`config.mk`:
```
export PLATFORM = sky130hd
export DESIGN_NAME = trd_sequencer
export DESIGN_NICKNAME = d
export VERILOG_FILES = /design/src/rtl/trd_pkg.sv /design/src/rtl/trd_sequencer.sv
export SDC_FILE = /design/constraint.sdc
export NUM_CORES = 1
export LEC_CHECK = 0
export BUFFER_PORTS_ARGS = -buffer_cell sky130_fd_sc_hd__buf_2
export CORE_ASPECT_RATIO = 2
export CORE_MARGIN = 1.5
export CORE_UTILIZATION = 35
export DETAILED_ROUTE_END_ITERATION = 12
export PLACE_DENSITY = 0.63
export SETUP_SLACK_MARGIN = 0.15
export SYNTH_ARGS = -nofsm -noshare
export SYNTH_HDL_FRONTEND = slang
export SYNTH_SLANG_ARGS = --single-unit
```
`constraint.sdc`:
```
create_clock -name mclk -period 2.4 [get_ports mclk]
set_input_delay 0.72 -clock mclk [delete_from_list [all_inputs] [get_ports mclk]]
set_output_delay 0.72 -clock mclk [all_outputs]
set_load 0.03 [all_outputs]
```
`src/rtl/trd_pkg.sv`:
```
/*
  trd_pkg: shared types and constants for the table-reference and
  redundant-load sequencing block of a 4-bit core.
  assumes: the fetch path pre-decodes every byte it delivers into a kind code.
*/
package trd_pkg;

  // program address width and the table-reference look-up area
  localparam int TRD_ADDR_W = 14;
  localparam logic [13:0] TRD_TABLE_LO = 14'h0020;
  localparam logic [13:0] TRD_TABLE_HI = 14'h007F;
  localparam logic [13:0] TRD_ONE_BYTE = 14'h0001;
  localparam int TRD_MSB_POS = 15;

  // instruction classes known to the sequencer
  typedef enum logic [3:0] {
    TRD_K_OTHER = 4'h0,
    TRD_K_LD_ACC_IMM = 4'h1,
    TRD_K_LD_EXT_ACC_IMM = 4'h2,
    TRD_K_LD_PTR_IMM = 4'h3,
    TRD_K_REF = 4'h4,
    TRD_K_EXCHANGE_DIRECT = 4'h5,
    TRD_K_TABLE_JUMP = 4'h6,
    TRD_K_TABLE_CALL = 4'h7
  } trd_kind_t;

  // redundancy run being tracked
  typedef enum logic [1:0] {
    TRD_RUN_NONE = 2'h0,
    TRD_RUN_ACC = 2'h1,
    TRD_RUN_PTR = 2'h2
  } trd_run_t;

  // sequencer states, gray along idle-fetch-first-second
  typedef enum logic [1:0] {
    TRD_ST_IDLE = 2'h0,
    TRD_ST_FETCH = 2'h1,
    TRD_ST_FIRST = 2'h3,
    TRD_ST_SECOND = 2'h2
  } trd_state_t;

  // one main-stream instruction from the fetch path
  typedef struct packed {
    trd_kind_t kind;
    logic [15:0] code;
    logic [13:0] addr;
    logic [13:0] target;
  } trd_ins_t;

  // one table entry read from the look-up area
  typedef struct packed {
    trd_kind_t first_kind;
    trd_kind_t second_kind;
    logic pair;
    logic [15:0] code;
    logic [13:0] target;
  } trd_entry_t;

  // instruction handed to the execution unit
  typedef struct packed {
    trd_kind_t kind;
    logic [15:0] code;
  } trd_exec_t;

endpackage

```
`src/rtl/trd_sequencer.sv`:
```
/*
  trd_sequencer: executes table-reference entries and suppresses
  redundant immediate loads before they reach the execution unit.
  assumes: fetch path pre-decodes kinds and holds its word while in_ready is
  low; table reads answer on tbl_valid some cycles after tbl_req; the
  execution unit takes one instruction a cycle and reports skip in that cycle.
*/
`timescale 1ns/1ps
module trd_sequencer
  import trd_pkg::*;
(
  // clock and reset
  input wire logic mclk,
  input wire logic sys_rst,
  // main instruction stream
  input wire logic in_valid,
  input wire trd_ins_t in_ins,
  output logic in_ready_reg,
  // look-up area read port
  output logic tbl_req_reg,
  output logic [13:0] tbl_addr_reg,
  input wire logic tbl_valid,
  input wire trd_entry_t tbl_ent,
  // execution unit
  output logic ex_valid_reg,
  output trd_exec_t ex_ins_reg,
  output logic ex_nop_reg,
  output logic ex_from_tbl_reg,
  input wire logic ex_skip,
  // program flow
  output logic resume_reg,
  output logic [13:0] resume_addr_reg,
  output logic branch_reg,
  output logic [13:0] branch_addr_reg,
  output logic call_push_reg,
  output logic [13:0] ret_addr_reg,
  output logic ref_fault_reg
);

  // group of a kind for redundancy tracking
  function automatic trd_run_t group_of(input trd_kind_t k);
    if (k == TRD_K_LD_ACC_IMM || k == TRD_K_LD_EXT_ACC_IMM)
      return TRD_RUN_ACC;
    if (k == TRD_K_LD_PTR_IMM)
      return TRD_RUN_PTR;
    return TRD_RUN_NONE;
  endfunction

  // redundant when it joins the run already open
  function automatic logic is_redundant(input trd_kind_t k, input trd_run_t r);
    return (group_of(k) != TRD_RUN_NONE) && (group_of(k) == r);
  endfunction

  trd_state_t state_reg, state_next;
  trd_run_t run_reg, run_next;
  trd_entry_t ent_reg, ent_next;
  logic skip_pend_reg, skip_pend_next;
  logic [13:0] ref_next_reg, ref_next_next;
  logic in_ready_next, tbl_req_next, ex_valid_next, ex_nop_next, ex_from_tbl_next;
  logic resume_next, branch_next, call_push_next, ref_fault_next;
  logic [13:0] tbl_addr_next, branch_addr_next, resume_addr_next;
  trd_exec_t ex_ins_next;

  // decode of the current request
  wire took_main = (state_reg == TRD_ST_IDLE) && in_valid && in_ready_reg;
  wire skip_now = skip_pend_reg || (ex_valid_reg && !ex_nop_reg && ex_skip);
  wire ref_addr_ok = (in_ins.target >= TRD_TABLE_LO) && (in_ins.target <= TRD_TABLE_HI)
    && !in_ins.target[0];
  wire first_bad = (tbl_ent.first_kind == TRD_K_EXCHANGE_DIRECT)
    || (tbl_ent.pair && !tbl_ent.code[TRD_MSB_POS]);
  wire first_pseudo = (tbl_ent.first_kind == TRD_K_TABLE_JUMP)
    || (tbl_ent.first_kind == TRD_K_TABLE_CALL);
  wire [13:0] after_ref = in_ins.addr + TRD_ONE_BYTE;

  // next-state and output decisions
  always_comb
  begin
    state_next = state_reg;
    run_next = run_reg;
    ent_next = ent_reg;
    ref_next_next = ref_next_reg;
    skip_pend_next = skip_now;
    tbl_req_next = 1'b0;
    tbl_addr_next = tbl_addr_reg;
    ex_valid_next = 1'b0;
    ex_ins_next = ex_ins_reg;
    ex_nop_next = 1'b0;
    ex_from_tbl_next = 1'b0;
    resume_next = 1'b0;
    resume_addr_next = resume_addr_reg;
    branch_next = 1'b0;
    branch_addr_next = branch_addr_reg;
    call_push_next = 1'b0;
    ref_fault_next = 1'b0;
    case (state_reg)
      TRD_ST_IDLE:
      begin
        if (took_main)
        begin
          skip_pend_next = 1'b0;
          if (skip_now)
          begin
            // skipped word, a reference included, is passed on as nop
            ex_valid_next = 1'b1;
            ex_ins_next = '{kind: in_ins.kind, code: in_ins.code};
            ex_nop_next = 1'b1;
            run_next = TRD_RUN_NONE;
          end
          else if (in_ins.kind == TRD_K_REF)
          begin
            run_next = TRD_RUN_NONE;
            ref_next_next = after_ref;
            if (ref_addr_ok)
            begin
              tbl_req_next = 1'b1;
              tbl_addr_next = in_ins.target;
              state_next = TRD_ST_FETCH;
            end
            else
            begin
              ref_fault_next = 1'b1;
              resume_next = 1'b1;
              resume_addr_next = after_ref;
            end
          end
          else
          begin
            ex_valid_next = 1'b1;
            ex_ins_next = '{kind: in_ins.kind, code: in_ins.code};
            ex_nop_next = is_redundant(in_ins.kind, run_reg);
            run_next = group_of(in_ins.kind);
          end
        end
      end
      TRD_ST_FETCH:
      begin
        if (tbl_valid)
        begin
          ent_next = tbl_ent;
          if (first_bad)
          begin
            ref_fault_next = 1'b1;
            resume_next = 1'b1;
            resume_addr_next = ref_next_reg;
            state_next = TRD_ST_IDLE;
          end
          else if (first_pseudo)
          begin
            branch_next = 1'b1;
            branch_addr_next = tbl_ent.target;
            call_push_next = (tbl_ent.first_kind == TRD_K_TABLE_CALL);
            state_next = TRD_ST_IDLE;
          end
          else
          begin
            // first referenced instruction runs whole
            ex_valid_next = 1'b1;
            ex_ins_next = '{kind: tbl_ent.first_kind, code: tbl_ent.code};
            ex_from_tbl_next = 1'b1;
            run_next = group_of(tbl_ent.first_kind);
            state_next = tbl_ent.pair ? TRD_ST_SECOND : TRD_ST_FIRST;
          end
        end
      end
      TRD_ST_SECOND:
      begin
        // second one-byte instruction of a pair
        ex_valid_next = 1'b1;
        ex_ins_next = '{kind: ent_reg.second_kind, code: ent_reg.code};
        ex_from_tbl_next = 1'b1;
        ex_nop_next = is_redundant(ent_reg.second_kind, run_reg);
        run_next = group_of(ent_reg.second_kind);
        state_next = TRD_ST_FIRST;
      end
      TRD_ST_FIRST:
      begin
        resume_next = 1'b1;
        resume_addr_next = ref_next_reg;
        state_next = TRD_ST_IDLE;
      end
      default:
        state_next = TRD_ST_IDLE;
    endcase
    in_ready_next = (state_next == TRD_ST_IDLE);
  end

  // state and output registers
  always_ff @(posedge mclk)
  begin
    if (sys_rst)
    begin
      state_reg <= TRD_ST_IDLE;
      run_reg <= TRD_RUN_NONE;
      ent_reg <= '0;
      skip_pend_reg <= 1'b0;
      ref_next_reg <= '0;
      in_ready_reg <= 1'b0;
      tbl_req_reg <= 1'b0;
      tbl_addr_reg <= TRD_TABLE_LO;
      ex_valid_reg <= 1'b0;
      ex_ins_reg <= '0;
      ex_nop_reg <= 1'b0;
      ex_from_tbl_reg <= 1'b0;
      resume_reg <= 1'b0;
      resume_addr_reg <= '0;
      branch_reg <= 1'b0;
      branch_addr_reg <= '0;
      call_push_reg <= 1'b0;
      ret_addr_reg <= '0;
      ref_fault_reg <= 1'b0;
    end
    else
    begin
      state_reg <= state_next;
      run_reg <= run_next;
      ent_reg <= ent_next;
      skip_pend_reg <= skip_pend_next;
      ref_next_reg <= ref_next_next;
      in_ready_reg <= in_ready_next;
      tbl_req_reg <= tbl_req_next;
      tbl_addr_reg <= tbl_addr_next;
      ex_valid_reg <= ex_valid_next;
      ex_ins_reg <= ex_ins_next;
      ex_nop_reg <= ex_nop_next;
      ex_from_tbl_reg <= ex_from_tbl_next;
      resume_reg <= resume_next;
      resume_addr_reg <= resume_addr_next;
      branch_reg <= branch_next;
      branch_addr_reg <= branch_addr_next;
      call_push_reg <= call_push_next;
      ret_addr_reg <= call_push_next ? ref_next_reg : ret_addr_reg;
      ref_fault_reg <= ref_fault_next;
    end
  end
endmodule

```
==> reports/qor.yml <==
status:
  status: "complete, no violations"
power_and_ir_drop:
  comb_power_share: 0.078
  internal_power_uw: 3940
  p_leak_uw: 0.00317
  clkPwrFrac: 0.509
  switching_share: 0.225
  p_per_area_nw_per_um2: 682
  power_switching_uw: 1140
  seqPwrFrac: 0.414
  irDropWorstVdd_v: 0.000502
synthesis:
  synthMuxAreaShare: 0.0496
  synth.distinct_cells: 53
  synth-seq-cells: 124
  synthAdderAreaFrac: 0.0115
  synth_xor_area_frac: 0.0193
  synth_warnings: 0
  synth-simple-area-share: 0.209
  synth_top_cell_by_area: "dfxtp_1"
  synthCells: 658
  synth_top_family_by_area: "compound AO/OA/AOI/OAI gates"
  synth-seq-area-share: 0.456
  yosysMostFrequentCell: "dfxtp_1"
  synth_compound_area_frac: 0.213
  synthArstFlopShare: 0
  synth_edf_count: 0
  syn_area_per_cell_um2: 8.28
  synth_nets: 755
  syn-cell-area_um2: 5450
  netlist.area_leader.share: 0.456
  synth_area_leaders: "dfxtp_1 (46%), a21oi_1 (7.7%), nand2_1 (6.8%)"
  synth_commonest_cells: "dfxtp_1 (124), nand2_1 (99), nor2_1 (85)"
  synthFlopType: "dfxtp_1"
clock_tree:
  cts_buffers: 17
  path_clk_slew_ps: 60
  clk_latency_ps: 410
  clock_sinks: 124
  htreeDepth: 4
  cts_hold_buffers: 0
  clockBufferDepth: 2
  post-cts-setup-buffers: 0
  cts_root_buffer: "clkbuf_16"
  tritoncts: "yes"
placement:
  place_congestion: 0.788
  dpl_cell_area_um2: 6840
  io_buffers: 176
  pre_cts_ws_ps: -100
  hpwl_um: 12100
grt:
  grtUsageMet2: 0.373
  grt_overflow: 0
  grt_pass1_vias: 5305
  grt_pass1_wl_um: 26300
  grt_max_degree: 56
  grt_use_total: 0.204
  gr-usage-met3: 0.0398
  gr-usage-met1: 0.209
  antenna_found_initial: 0
  top_usage_layer: "met2"
sta:
  tightest_slew_ps: 614
  slew_violations: 0
  fin_crit_ps: 2090
  slew_headroom: 0.591
  max_freq_mhz: 479
  fin_ws_ps: 312
  timing.final.hold_violations: 0
  whs_ps: 449
  fin_skew_ps: 6.99
  fin_crit_sh: 0.870
  setup_viol_count_final: 0
  rsz0062_at_grt: "false"
finish:
  area_growth_pct: 36.7
  final_area_um2: 7450
  final_nets: 952
  fillers: 1583
  drive_gt1_frac: 0.306
  regArea_um2: 2480
  final_core_util: 0.487
  antenna_cells: 0
  multi_input_area_um2: 2770
route:
  vias: 5333
  drt_iter0_markers: 203
  wl_um: 16400
  viasPerCell: 5.01
  firstDrtPassIters: 4
  wl_per_cell_um: 15.4
  postRouteAntennaNets: 0
  drc: 0
worst_setup_path:
  crit_slowest_cell: "or4b_4"
  end_kind: "register"
  crit_path_max_fanout: 19
  path_class: "input port to register"
  worst_path_largest_cell_delay_ps: 580
  crit_arrival_ps: 2430
  start_kind: "input port"
  cp_top_family: "simple AND/OR/NAND/NOR gates"
  cp_cell_sequence: "buf_2 -> or4b_4 -> nor3_1 -> a21boi_1 -> buf_12 -> a2111o_1 -> a21oi_1"
  cp.required_ps: 2740
  critPathBufInv: 2
die:
  io_pins: 177
  dieArea_um2: 16400
  start_util: 0.356
  core_um2: 15300
  core.rowCount: 64
  die_h_um: 179
  fp.dieW_um: 91.2
hold_path:
  hold_class: "register to register"
job:
  drv_cap: 0
[placed cells by master (no fill, tap or decap), types with 8 or more instances in the layout]
| cell type | netlist | layout |
|---|---|---|
| buf_2 | 6 | 175 |
| dfxtp_1 | 124 | 124 |
| nand2_1 | 99 | 99 |
| nor2_1 | 85 | 85 |
| a21oi_1 | 84 | 84 |
| buf_4 | 2 | 45 |
| mux2i_1 | 27 | 27 |
| nand3_1 | 26 | 26 |
| a22oi_1 | 23 | 23 |
| o21ai_0 | 17 | 17 |
| clkbuf_16 | 0 | 17 |
| a211oi_1 | 14 | 14 |
| and2_1 | 10 | 10 |
| xnor2_1 | 8 | 8 |
[worst paths after layout]
check | startpoint | endpoint | slack, ps | depth (start not counted)
min reg2reg | branch_addr_reg[8] | branch_addr_reg[8] | 450 | 2
max reg2reg | state_reg[0] | in_ready_reg | 330 | 7
min | branch_addr_reg[8] | branch_addr_reg[8] | 450 | 2
max | in_ins[44] | resume_addr_reg[13] | 310 | 7
[worst reg2reg max path: stages (launching register included)]
cell and delay [ps]:
dfxtp_1 350, inv_1 160, ha_2 290, and3_2 270, nor4b_4 270, nand2_1 190
a311o_1 380, a21oi_1 100
[per-stage QoR]
| step | total power [uW] | TNS (ps) | cells |
|---|---|---|---|
| 2_1_floorplan | 2340 | 0 | 658 |
| 3_3_place_gp | 2540 | -354 | 1034 |
| 3_5_place_dp | 2540 | -835 | 1034 |
| 4_1_cts | 5150 | 0 | 1065 |
| 5_1_grt | 5280 | 0 | 1065 |
| 6_report | 5080 | 0 | 1065 |
[final cells by class]
| type | count | share of cell area |
|---|---|---|
| inverter | 7 | 0.00353 |
| tap | 198 | 0.0333 |
| sequential | 124 | 0.333 |
| timing repair buffer | 226 | 0.178 |
| clock inverter | 6 | 0.0111 |
| clock buffer | 25 | 0.0692 |
| multi-input combinational | 479 | 0.372 |
[metal layers]
| layer | vias to the layer above | part of all wire |
|---|---|---|
| met2 | 124 | 0.55 |
| met3 | 33 | 0.037 |
| met1 | 2460 | 0.38 |
| met4 | 0 | 0.037 |
| li1 | 2716 | - |
| met5 | - | 0 |
[kinds of logic after synthesis]
family                     count (synthesis)
adders and majority gates                  5
AOI/OAI and AO/OA                        181
buffers and inverters                     55
and+or+nand+nor                          254
muxes                                     27
xor gates and xnor gates                  12
DFF                                      124
[power by group through the flow]
stage / combinational [uW] / clock, uW / sequential (uW)
CTS: 397 / 2650 / 2100
global route: 431 / 2750 / 2100
detailed placement: 396 / 0 / 2140
floorplan: 156 / 0 / 2190
global placement: 393 / 0 / 2140
finish: 395 / 2580 / 2100
[what timing repair did]
| action | in CTS | in global routing |
|---|---|---|
| hold endpoints to repair | 0 | 0 |
| setup endpoints to repair | 0 | 48 |
| gates resized for setup | 0 | 4 |
(Power assumes the default switching activity.)
